--- src/shared/rpcf_regs.vh ---
// Register offsets, field positions and encodings of the root pointer and context flush block.
`ifndef RPCF_REGS_VH
`define RPCF_REGS_VH

// Byte offsets of the 32-bit register words.
`define RPCF_RTP_LO_OFS    8'h20
`define RPCF_RTP_HI_OFS    8'h24
`define RPCF_CFC_LO_OFS    8'h28
`define RPCF_CFC_HI_OFS    8'h2c
`define RPCF_GCMD_OFS      8'h30
`define RPCF_GSTS_OFS      8'h34

// Root table pointer fields, as positions within the 64-bit register.
`define RPCF_RTP_BASE_LSB  12
`define RPCF_RTP_FMT_BIT   11

// Context flush command fields, as positions within the upper word.
`define RPCF_CFC_REQ_BIT   31
`define RPCF_CFC_RSC_MSB   30
`define RPCF_CFC_RSC_LSB   29
`define RPCF_CFC_PSC_MSB   28
`define RPCF_CFC_PSC_LSB   27
`define RPCF_CFC_FMS_MSB   1
`define RPCF_CFC_FMS_LSB   0

// Context flush command fields within the lower word.
`define RPCF_CFC_RID_MSB   31
`define RPCF_CFC_RID_LSB   16
`define RPCF_CFC_DOM_MSB   15
`define RPCF_CFC_DOM_LSB   0

// Global command and status bit positions.
`define RPCF_GCMD_LATCH_BIT 30
`define RPCF_GSTS_LATCH_BIT 30

// Flush scope encodings.
`define RPCF_SCOPE_RSVD    2'h0
`define RPCF_SCOPE_GLOBAL  2'h1
`define RPCF_SCOPE_DOMAIN  2'h2
`define RPCF_SCOPE_DEVICE  2'h3

// Reset values.
`define RPCF_ZERO32        32'h00000000
`define RPCF_ZERO2         2'h0

`endif

--- src/core/rpcf_sync2.v ---
// Two flip-flop synchroniser for single-bit inputs from outside the clock domain.
`timescale 1ns/10ps
module rpcf_sync2 #(
  parameter W = 1                     // Number of bits.
) (
  input  wire         clk_i,          // Clock.
  input  wire         rst_n_i,        // Asynchronous reset, active low.
  input  wire [W-1:0] d_i,            // Asynchronous input.
  output wire [W-1:0] q_o             // Synchronised output.
);

  reg [W-1:0] meta_r;
  reg [W-1:0] sync_r;

  // The first stage feeds only the second stage.
  always @(posedge clk_i or negedge rst_n_i) begin
    if (!rst_n_i) begin
      meta_r <= {W{1'b0}};
      sync_r <= {W{1'b0}};
    end else begin
      meta_r <= d_i;
      sync_r <= meta_r;
    end
  end

  assign q_o = sync_r;

endmodule // rpcf_sync2

--- src/core/rpcf_regbank.v ---
// Root table pointer and context flush command register bank.
//
// Overview of operation
// - Base bits 63:12 name a 4KB table; reads return the stored bits of the last value written.
// - Base bits at and above the host address width are not stored.
// - A written base takes effect only after the latch command.
// - Bit 11 selects table format: 0 regular, 1 extended.
// - Without extended support the format bit reads zero and is ignored.
// - Writing the top byte with bit 63 set launches a context flush.
// - On completion the request bit clears and performed scope is recorded.
// - With write-buffer flush needed, buffers are flushed before invalidating.
// - Scope encoding 01 global, 10 domain, 11 device; coarser allowed.
// - Performed scope bits 60:59 are read-only, updated at completion.
// - Latched status clears on latch command, sets once base is loaded.
// - Function mask bits 33:32 mask requester id function bits 2, 2:1, 2:0.
`timescale 1ns/10ps
`include "rpcf_regs.vh"
module rpcf_regbank #(
  parameter HOST_ADDR_W = 48          // Host address width, at most 64.
) (
  input  wire        clk_i,           // Clock, 250 MHz.
  input  wire        rst_n_i,         // Asynchronous reset, active low.
  input  wire [7:0]  addr_i,          // Register byte address.
  input  wire [31:0] wdata_i,         // Write data.
  input  wire        wr_i,            // Write strobe, one cycle.
  input  wire        rd_i,            // Read strobe, one cycle.
  output reg  [31:0] rdata_o,         // Read data, the cycle after the read strobe.
  input  wire        ext_support_i,   // Extended support capability, strap level.
  input  wire        wbuf_needed_i,   // Write-buffer flush needed capability.
  input  wire        trans_active_i,  // Translation active flag.
  input  wire        wbuf_done_i,     // Write-buffer flush done, one-cycle pulse.
  input  wire        flush_done_i,    // Context cache flush done, one-cycle pulse.
  input  wire [1:0]  flush_scope_i,   // Scope applied by the context cache.
  output reg  [63:0] root_base_o,     // Root table pointer in use.
  output reg         root_fmt_o,      // Table format in use, 1 extended.
  output reg         wbuf_start_o,    // Write-buffer flush start, one-cycle pulse.
  output reg         flush_start_o,   // Context flush start, one-cycle pulse.
  output reg  [1:0]  flush_scope_o,   // Requested flush scope.
  output reg  [15:0] flush_dom_o,     // Target domain of the flush.
  output reg  [15:0] flush_rid_o,     // Requester id of the flush.
  output reg  [2:0]  flush_fmask_o    // Function bits of requester id to ignore.
);

  ////////////////////////////////////////////////////////////////////////////
  // Constants and helper functions.

  localparam ST_IDLE  = 2'h0;
  localparam ST_WBUF  = 2'h1;
  localparam ST_FLUSH = 2'h2;

  localparam [63:0] BASE_MASK = ((HOST_ADDR_W >= 64) ? {64{1'b1}} :
                                 ((64'h1 << HOST_ADDR_W) - 64'h1))
                                & ~((64'h1 << `RPCF_RTP_BASE_LSB) - 64'h1);

  // Turns the two-bit function mask selector into a mask of ignored bits.
  function [2:0] fmask_dec;
    input [1:0] sel;
    begin
      case (sel)
        2'h0:    fmask_dec = 3'h0;
        2'h1:    fmask_dec = 3'h4;
        2'h2:    fmask_dec = 3'h6;
        default: fmask_dec = 3'h7;
      endcase
    end
  endfunction

  // Address match for a write strobe.
  function hit;
    input [7:0] a;
    input [7:0] ofs;
    begin
      hit = (a == ofs);
    end
  endfunction

  ////////////////////////////////////////////////////////////////////////////
  // Synchronise the two capability levels that come from other logic.

  wire [1:0] caps_s;

  rpcf_sync2 #(
    .W (2)
  ) u_sync (
    .clk_i   (clk_i),
    .rst_n_i (rst_n_i),
    .d_i     ({ext_support_i, wbuf_needed_i}),
    .q_o     (caps_s)
  );

  wire ext_s  = caps_s[1];
  wire wbuf_s = caps_s[0];

  ////////////////////////////////////////////////////////////////////////////
  // Storage.

  reg [63:0] rtp_r;                   // Programmed root table pointer.
  reg        latched_r;               // Root pointer latched status.
  reg        latch_pend_r;            // Latch command waiting to load.
  reg        req_r;                   // Flush request bit.
  reg [1:0]  rscope_r;                // Requested scope.
  reg [1:0]  pscope_r;                // Performed scope.
  reg [31:0] lo_r;                    // Requester id and domain word.
  reg [1:0]  state_r;
  reg [1:0]  state_nxt;

  wire wr_rtp_lo = wr_i && hit(addr_i, `RPCF_RTP_LO_OFS);
  wire wr_rtp_hi = wr_i && hit(addr_i, `RPCF_RTP_HI_OFS);
  wire wr_cfc_lo = wr_i && hit(addr_i, `RPCF_CFC_LO_OFS);
  wire wr_cfc_hi = wr_i && hit(addr_i, `RPCF_CFC_HI_OFS);
  wire wr_gcmd   = wr_i && hit(addr_i, `RPCF_GCMD_OFS);
  wire latch_cmd = wr_gcmd && wdata_i[`RPCF_GCMD_LATCH_BIT];
  // Top byte written with the request bit set; ignored while busy.
  wire launch    = wr_cfc_hi && wdata_i[`RPCF_CFC_REQ_BIT] && !req_r;

  ////////////////////////////////////////////////////////////////////////////
  // Root table pointer register and latch handshake.

  always @(posedge clk_i or negedge rst_n_i) begin
    if (!rst_n_i) begin
      rtp_r        <= {64{1'b0}};
      latched_r    <= 1'b0;
      latch_pend_r <= 1'b0;
      root_base_o  <= {64{1'b0}};
      root_fmt_o   <= 1'b0;
    end else begin
      if (wr_rtp_lo) begin
        // Base bits kept, format bit kept only with extended support, rest zero.
        rtp_r[31:0] <= wdata_i & BASE_MASK[31:0];
        rtp_r[`RPCF_RTP_FMT_BIT] <= wdata_i[`RPCF_RTP_FMT_BIT] & ext_s;
      end
      if (wr_rtp_hi) begin
        rtp_r[63:32] <= wdata_i & BASE_MASK[63:32];
      end
      if (latch_cmd) begin
        latched_r    <= 1'b0;
        latch_pend_r <= 1'b1;
      end else if (latch_pend_r) begin
        // The pointer goes into use only here, one cycle after the command.
        root_base_o  <= rtp_r & BASE_MASK;
        root_fmt_o   <= rtp_r[`RPCF_RTP_FMT_BIT] & ext_s;
        latched_r    <= 1'b1;
        latch_pend_r <= 1'b0;
      end
    end
  end

  ////////////////////////////////////////////////////////////////////////////
  // Flush sequencer: optional write-buffer flush, then the context flush.

  always @* begin
    state_nxt = state_r;
    case (state_r)
      ST_IDLE: begin
        if (launch) begin
          state_nxt = wbuf_s ? ST_WBUF : ST_FLUSH;
        end
      end
      ST_WBUF: begin
        if (wbuf_done_i) begin
          state_nxt = ST_FLUSH;
        end
      end
      ST_FLUSH: begin
        if (flush_done_i) begin
          state_nxt = ST_IDLE;
        end
      end
      default: begin
        state_nxt = ST_IDLE;
      end
    endcase
  end

  // Command fields, start pulses and completion.
  always @(posedge clk_i or negedge rst_n_i) begin
    if (!rst_n_i) begin
      state_r       <= ST_IDLE;
      req_r         <= 1'b0;
      rscope_r      <= `RPCF_ZERO2;
      pscope_r      <= `RPCF_ZERO2;
      lo_r          <= `RPCF_ZERO32;
      wbuf_start_o  <= 1'b0;
      flush_start_o <= 1'b0;
      flush_scope_o <= `RPCF_ZERO2;
      flush_dom_o   <= 16'h0000;
      flush_rid_o   <= 16'h0000;
      flush_fmask_o <= 3'h0;
    end else begin
      state_r       <= state_nxt;
      wbuf_start_o  <= 1'b0;
      flush_start_o <= 1'b0;
      if (wr_cfc_lo && !req_r) begin
        lo_r <= wdata_i;
      end
      if (wr_cfc_hi && !req_r) begin
        rscope_r <= wdata_i[`RPCF_CFC_RSC_MSB:`RPCF_CFC_RSC_LSB];
      end
      if (launch) begin
        req_r         <= 1'b1;
        flush_scope_o <= wdata_i[`RPCF_CFC_RSC_MSB:`RPCF_CFC_RSC_LSB];
        flush_dom_o   <= lo_r[`RPCF_CFC_DOM_MSB:`RPCF_CFC_DOM_LSB];
        flush_rid_o   <= lo_r[`RPCF_CFC_RID_MSB:`RPCF_CFC_RID_LSB];
        flush_fmask_o <= fmask_dec(wdata_i[`RPCF_CFC_FMS_MSB:`RPCF_CFC_FMS_LSB]);
        if (wbuf_s) begin
          wbuf_start_o <= 1'b1;
        end else begin
          flush_start_o <= 1'b1;
        end
      end
      if (state_r == ST_WBUF && wbuf_done_i) begin
        flush_start_o <= 1'b1;
      end
      if (state_r == ST_FLUSH && flush_done_i) begin
        req_r    <= 1'b0;
        pscope_r <= flush_scope_i;
      end
    end
  end

  ////////////////////////////////////////////////////////////////////////////
  // Read port: data stand in the cycle after the strobe, unmapped reads zero.

  always @(posedge clk_i or negedge rst_n_i) begin
    if (!rst_n_i) begin
      rdata_o <= `RPCF_ZERO32;
    end else if (rd_i) begin
      case (addr_i)
        `RPCF_RTP_LO_OFS: rdata_o <= rtp_r[31:0];
        `RPCF_RTP_HI_OFS: rdata_o <= rtp_r[63:32];
        `RPCF_CFC_HI_OFS: rdata_o <= {req_r, rscope_r, pscope_r, 27'h0000000};
        `RPCF_GSTS_OFS:   rdata_o <= {1'b0, latched_r, 30'h00000000};
        default:          rdata_o <= `RPCF_ZERO32;
      endcase
    end else begin
      rdata_o <= `RPCF_ZERO32;
    end
  end

endmodule // rpcf_regbank

--- config.mk ---
export PLATFORM = sky130hd
export DESIGN_NAME = rpcf_regbank
export DESIGN_NICKNAME = d
export VERILOG_FILES = /design/src/core/rpcf_sync2.v /design/src/core/rpcf_regbank.v
export VERILOG_INCLUDE_DIRS = /design/src /design/src/shared
export SDC_FILE = /design/constraint.sdc
export NUM_CORES = 1
export LEC_CHECK = 0
export BUFFER_PORTS_ARGS = -buffer_cell sky130_fd_sc_hd__clkbuf_2
export CORE_UTILIZATION = 49
export CTS_BUF_LIST = sky130_fd_sc_hd__clkbuf_8
export DETAILED_ROUTE_END_ITERATION = 16
export GPL_TIMING_DRIVEN = 0
export PLACE_DENSITY = 0.81
export SLEW_MARGIN = 20
export SYNTH_ARGS = -nofsm -noshare
export SYNTH_HDL_FRONTEND = slang
export SYNTH_SLANG_ARGS = --single-unit
--- constraint.sdc ---
create_clock -name clk_i -period 1.4 [get_ports clk_i]
set_input_delay 0.35 -clock clk_i [delete_from_list [all_inputs] [get_ports clk_i]]
set_output_delay 0.35 -clock clk_i [all_outputs]
set_load 0.1 [all_outputs]
==> flow_summary_export.csv <==
group,metric,value,unit
synthesis,synth_common_cells,"190 x dfrtp_1, 124 x mux2_2, 30 x buf_4",
cts,clkLatencyLatePin,460,ps
cts,cts_buffer_depth,2,
cts,htree_levels,4,
die,die-area,15400,µm²
setup_path,path_class,"reg -> reg",
die,fp-row-count,44,
sta,worst_slew_margin_rel,0.591,
placement,post_dp_cell_area,8610,µm²
sta,fin_ws,-161,ps
sta,worst_pin_slew,613,ps
power_and_ir_drop,p_seq_frac,0.557,
power_and_ir_drop,total_power,10100,µW
layout,multiInputGateArea,2450,µm²
layout,final_area,11400,µm²
synthesis,synthFlopType,"dfrtp_1",
layout,synthToLayoutAreaGrowth,55.4,%
synthesis,synth-edff-count,0,
drt,postRouteAntennaNets,0,
synthesis,synth_cell_types,36,
sta,tns,-9480,ps
setup_path,crit_family,"flip-flops",
layout,nFillCells,816,
die,die_x,124,µm
setup_path,path_cells,"and3b_2, nand4_4, buf_12, clkbuf_16, mux2_2",
layout,n_antenna_cell,0,
cts,clk_pin_slew,100,ps
sta,timing.hold.ws,141,ps
synthesis,synth_top_area_frac,0.650,
sta,rsz0062_at_grt,"yes",
placement,place_congestion,0.812,
sta,hold_viol,0,
cts,numClockSinks,190,
synthesis,ys_seq_area_frac,0.650,
power_and_ir_drop,power_leakage,0.00586,µW
cts,cts_root_buf,"clkbuf_8",
die,ioPinCount,187,
die,initial_core_util,0.503,
setup_path,cpPeakStageDelay,410,ps
cts,cts_made_buffers,17,
synthesis,synthTopCellsByArea,"dfrtp_1 65%, mux2_2 19%, buf_4 3.1%",
power_and_ir_drop,p_int,7550,µW
layout,nNetsFinal,779,
placement,portBuffers,157,
synthesis,ys_seq_elements,190,
power_and_ir_drop,ir_worst_vdd,776,µV
die,core_area,14500,µm²
power_and_ir_drop,p_sw,2590,µW
power_and_ir_drop,combPwrFrac,0.087,
setup_path,slowest_stage,"dfrtp_1",
setup_path,cp-start-kind,"flop",
worst_hold_path,min_path_cells,2,
run_status,failed_checks,"negative setup slack",
drt,vias,4832,
synthesis,async_reset_ff_frac,1.00,
synthesis,synth_area_leader_cell,"dfrtp_1",
synthesis,yosysMostFrequentCell,"dfrtp_1",
sta,post-route-period-util,1.11,
cts,cts_tree,"done",
drt,post_drt_wl_per_cell,22.0,µm
layout,drive_above_1_share,0.592,
setup_path,reg2reg_depth,5,
worst_hold_path,min_from,"flush_scope_i[0]",
layout,regArea,4750,µm²
synthesis,synth_area,7320,µm²
setup_path,reg2reg_from,"req_r$_DFFE_PN0P_",
power_and_ir_drop,pwr_density_cell,891,nW/µm²
sta,layout_min_cycle_time,1560,ps
sta,finalSetupViolCount,153,
placement,dp_hpwl,11.3,mm
synthesis,synth_cells,474,
run_status,status,"finished with violations",
die,fp.dieH,124,µm
grt,grt-ovfl-total,0,
synthesis,syn_avg_cell_area,15.4,µm²
setup_path,crit_path_max_fanout,7,
setup_path,crit_start,"req_r$_DFFE_PN0P_",
synthesis,yosysWarnings,0,
job,maxCapViolCount,0,
power_and_ir_drop,switching_share,0.255,
drt,drtIter0Drc,215,
grt,grt_max_degree,92,
grt,antenna_found_initial,0,
setup_path,worst-path-buf-inv,2,
setup_path,critPathRequiredTime,1750,ps
power_and_ir_drop,clkPwrFrac,0.356,
setup_path,critical_path_depth,5,
setup_path,crit_path_end_kind,"flop",
drt,first_pass_iters,4,
sta,timing_max_transition_violations_final,0,
drt,wl,20.3,mm
grt,grt_first_pass_wirelength,28.0,mm
layout,final_util,0.782,
setup_path,arrival,1910,ps
grt,first_global_vias,5045,
drt,via_per_inst,5.22,
worst_hold_path,hold_class,"in -> reg",
drt,drcViolationCount,0,
sta,maxClockFrequency,0.641,GHz
sta,clock_skew,16.0,ps
grt,grt_usage,0.252,
[metal layers]
metal | share of wire | track usage
met2 | 0.53 | 0.434
met5 | 0 | 0
met3 | 0.068 | 0.0907
met4 | 0.023 | 0.0796
met1 | 0.38 | 0.291
[power by group through the flow]
stage	Combinational, µW	Sequential (µW)	Clock, µW
2_1_floorplan	506	5760	0
6_report	878	5650	3610
5_1_grt	934	5660	3920
3_5_place_dp	812	5750	0
4_1_cts	854	5640	3650
3_3_place_gp	770	5740	0
[sequential cells by signal, indices dropped and copies added (netlist names)]
name,cells
lo_r,32
latch_pend_r,1
state_r,2
flush_scope_o,2
flush_start_o,1
pscope_r,2
u_sync.q_o,2
flush_fmask_o,3
flush_rid_o,16
root_base_o,36
latched_r,1
rscope_r,2
req_r,1
flush_dom_o,16
rdata_o,32
wbuf_start_o,1
rtp_r,37
u_sync.meta_r,2
root_fmt_o,1
[final cells by class]
| cell class | instances | area share |
|---|---|---|
| plain buffers | 46 | 0.0383 |
| well taps | 184 | 0.0202 |
| clock inverters | 12 | 0.0106 |
| inverters | 7 | 0.00231 |
| multi-input cells | 256 | 0.216 |
| flip-flops and latches | 190 | 0.418 |
| clock buffers | 20 | 0.0242 |
| repair buffers | 210 | 0.271 |
[final timing paths]
path                                              end  slack [ps]
max                        flush_dom_o[7]$_DFFE_PN0P_        -160
max in group asynchronous       latched_r$_DFFE_PN0P_         210
max reg2reg                flush_dom_o[7]$_DFFE_PN0P_        -160
min reg2reg                   u_sync.q_o[0]$_DFF_PN0_         350
min in group asynchronous        rdata_o[5]$_DFF_PN0_         410
min                           pscope_r[0]$_DFFE_PN0P_         140
[cell usage in the layout, fill, tap and decap left out, types with 2 or more instances in the layout]
cell type and count:
dfrtp_1 190, mux2_2 117, buf_12 65, buf_4 63, clkbuf_2 50, clkbuf_16 37
conb_1 28, mux2_4 26, and3_1 23, buf_8 23, clkbuf_8 21, nor2_1 14
inv_1 9, a22oi_1 9, buf_6 6, nand2_1 5, buf_2 3, nand3_1 3
o21ai_1 3, clkinv_2 3, buf_16 3, dlygate4sd3_1 3, nand4b_1 2, clkbuf_1 2
nand4_1 2, nand2_2 2, nand3b_1 2, bufinv_16 2, clkinv_4 2
[kinds of logic after synthesis]
group / after synthesis / synth area share
other: 1 / 0.000513
adder cells (fa/ha/maj): 1 / 0.00137
AND/OR/NAND/NOR: 64 / 0.0552
flip-flops: 190 / 0.650
buffers and inverters: 55 / 0.0484
multiplexers: 143 / 0.225
AO/OA/AOI/OAI: 20 / 0.0193
[metrics by stage]
| step | setup WS, ps | cells |
|---|---|---|
| floorplan | -274 | 501 |
| global placement | -3260 | 842 |
| detailed placement | -703 | 844 |
| CTS | -146 | 901 |
| global route | -207 | 925 |
| finish | -161 | 925 |
[repair_timing]
item                                   in CTS  in global routing
buffers inserted                           19                 23
cloned                                      2                  4
hold buffers                                4                  0
gates resized for setup                   276                158
pin swaps                                   3                  3
setup endpoints to repair                 234                232
endpoints found under the hold margin      30                  0
Note: power is estimated with default switching activity, not from simulation.
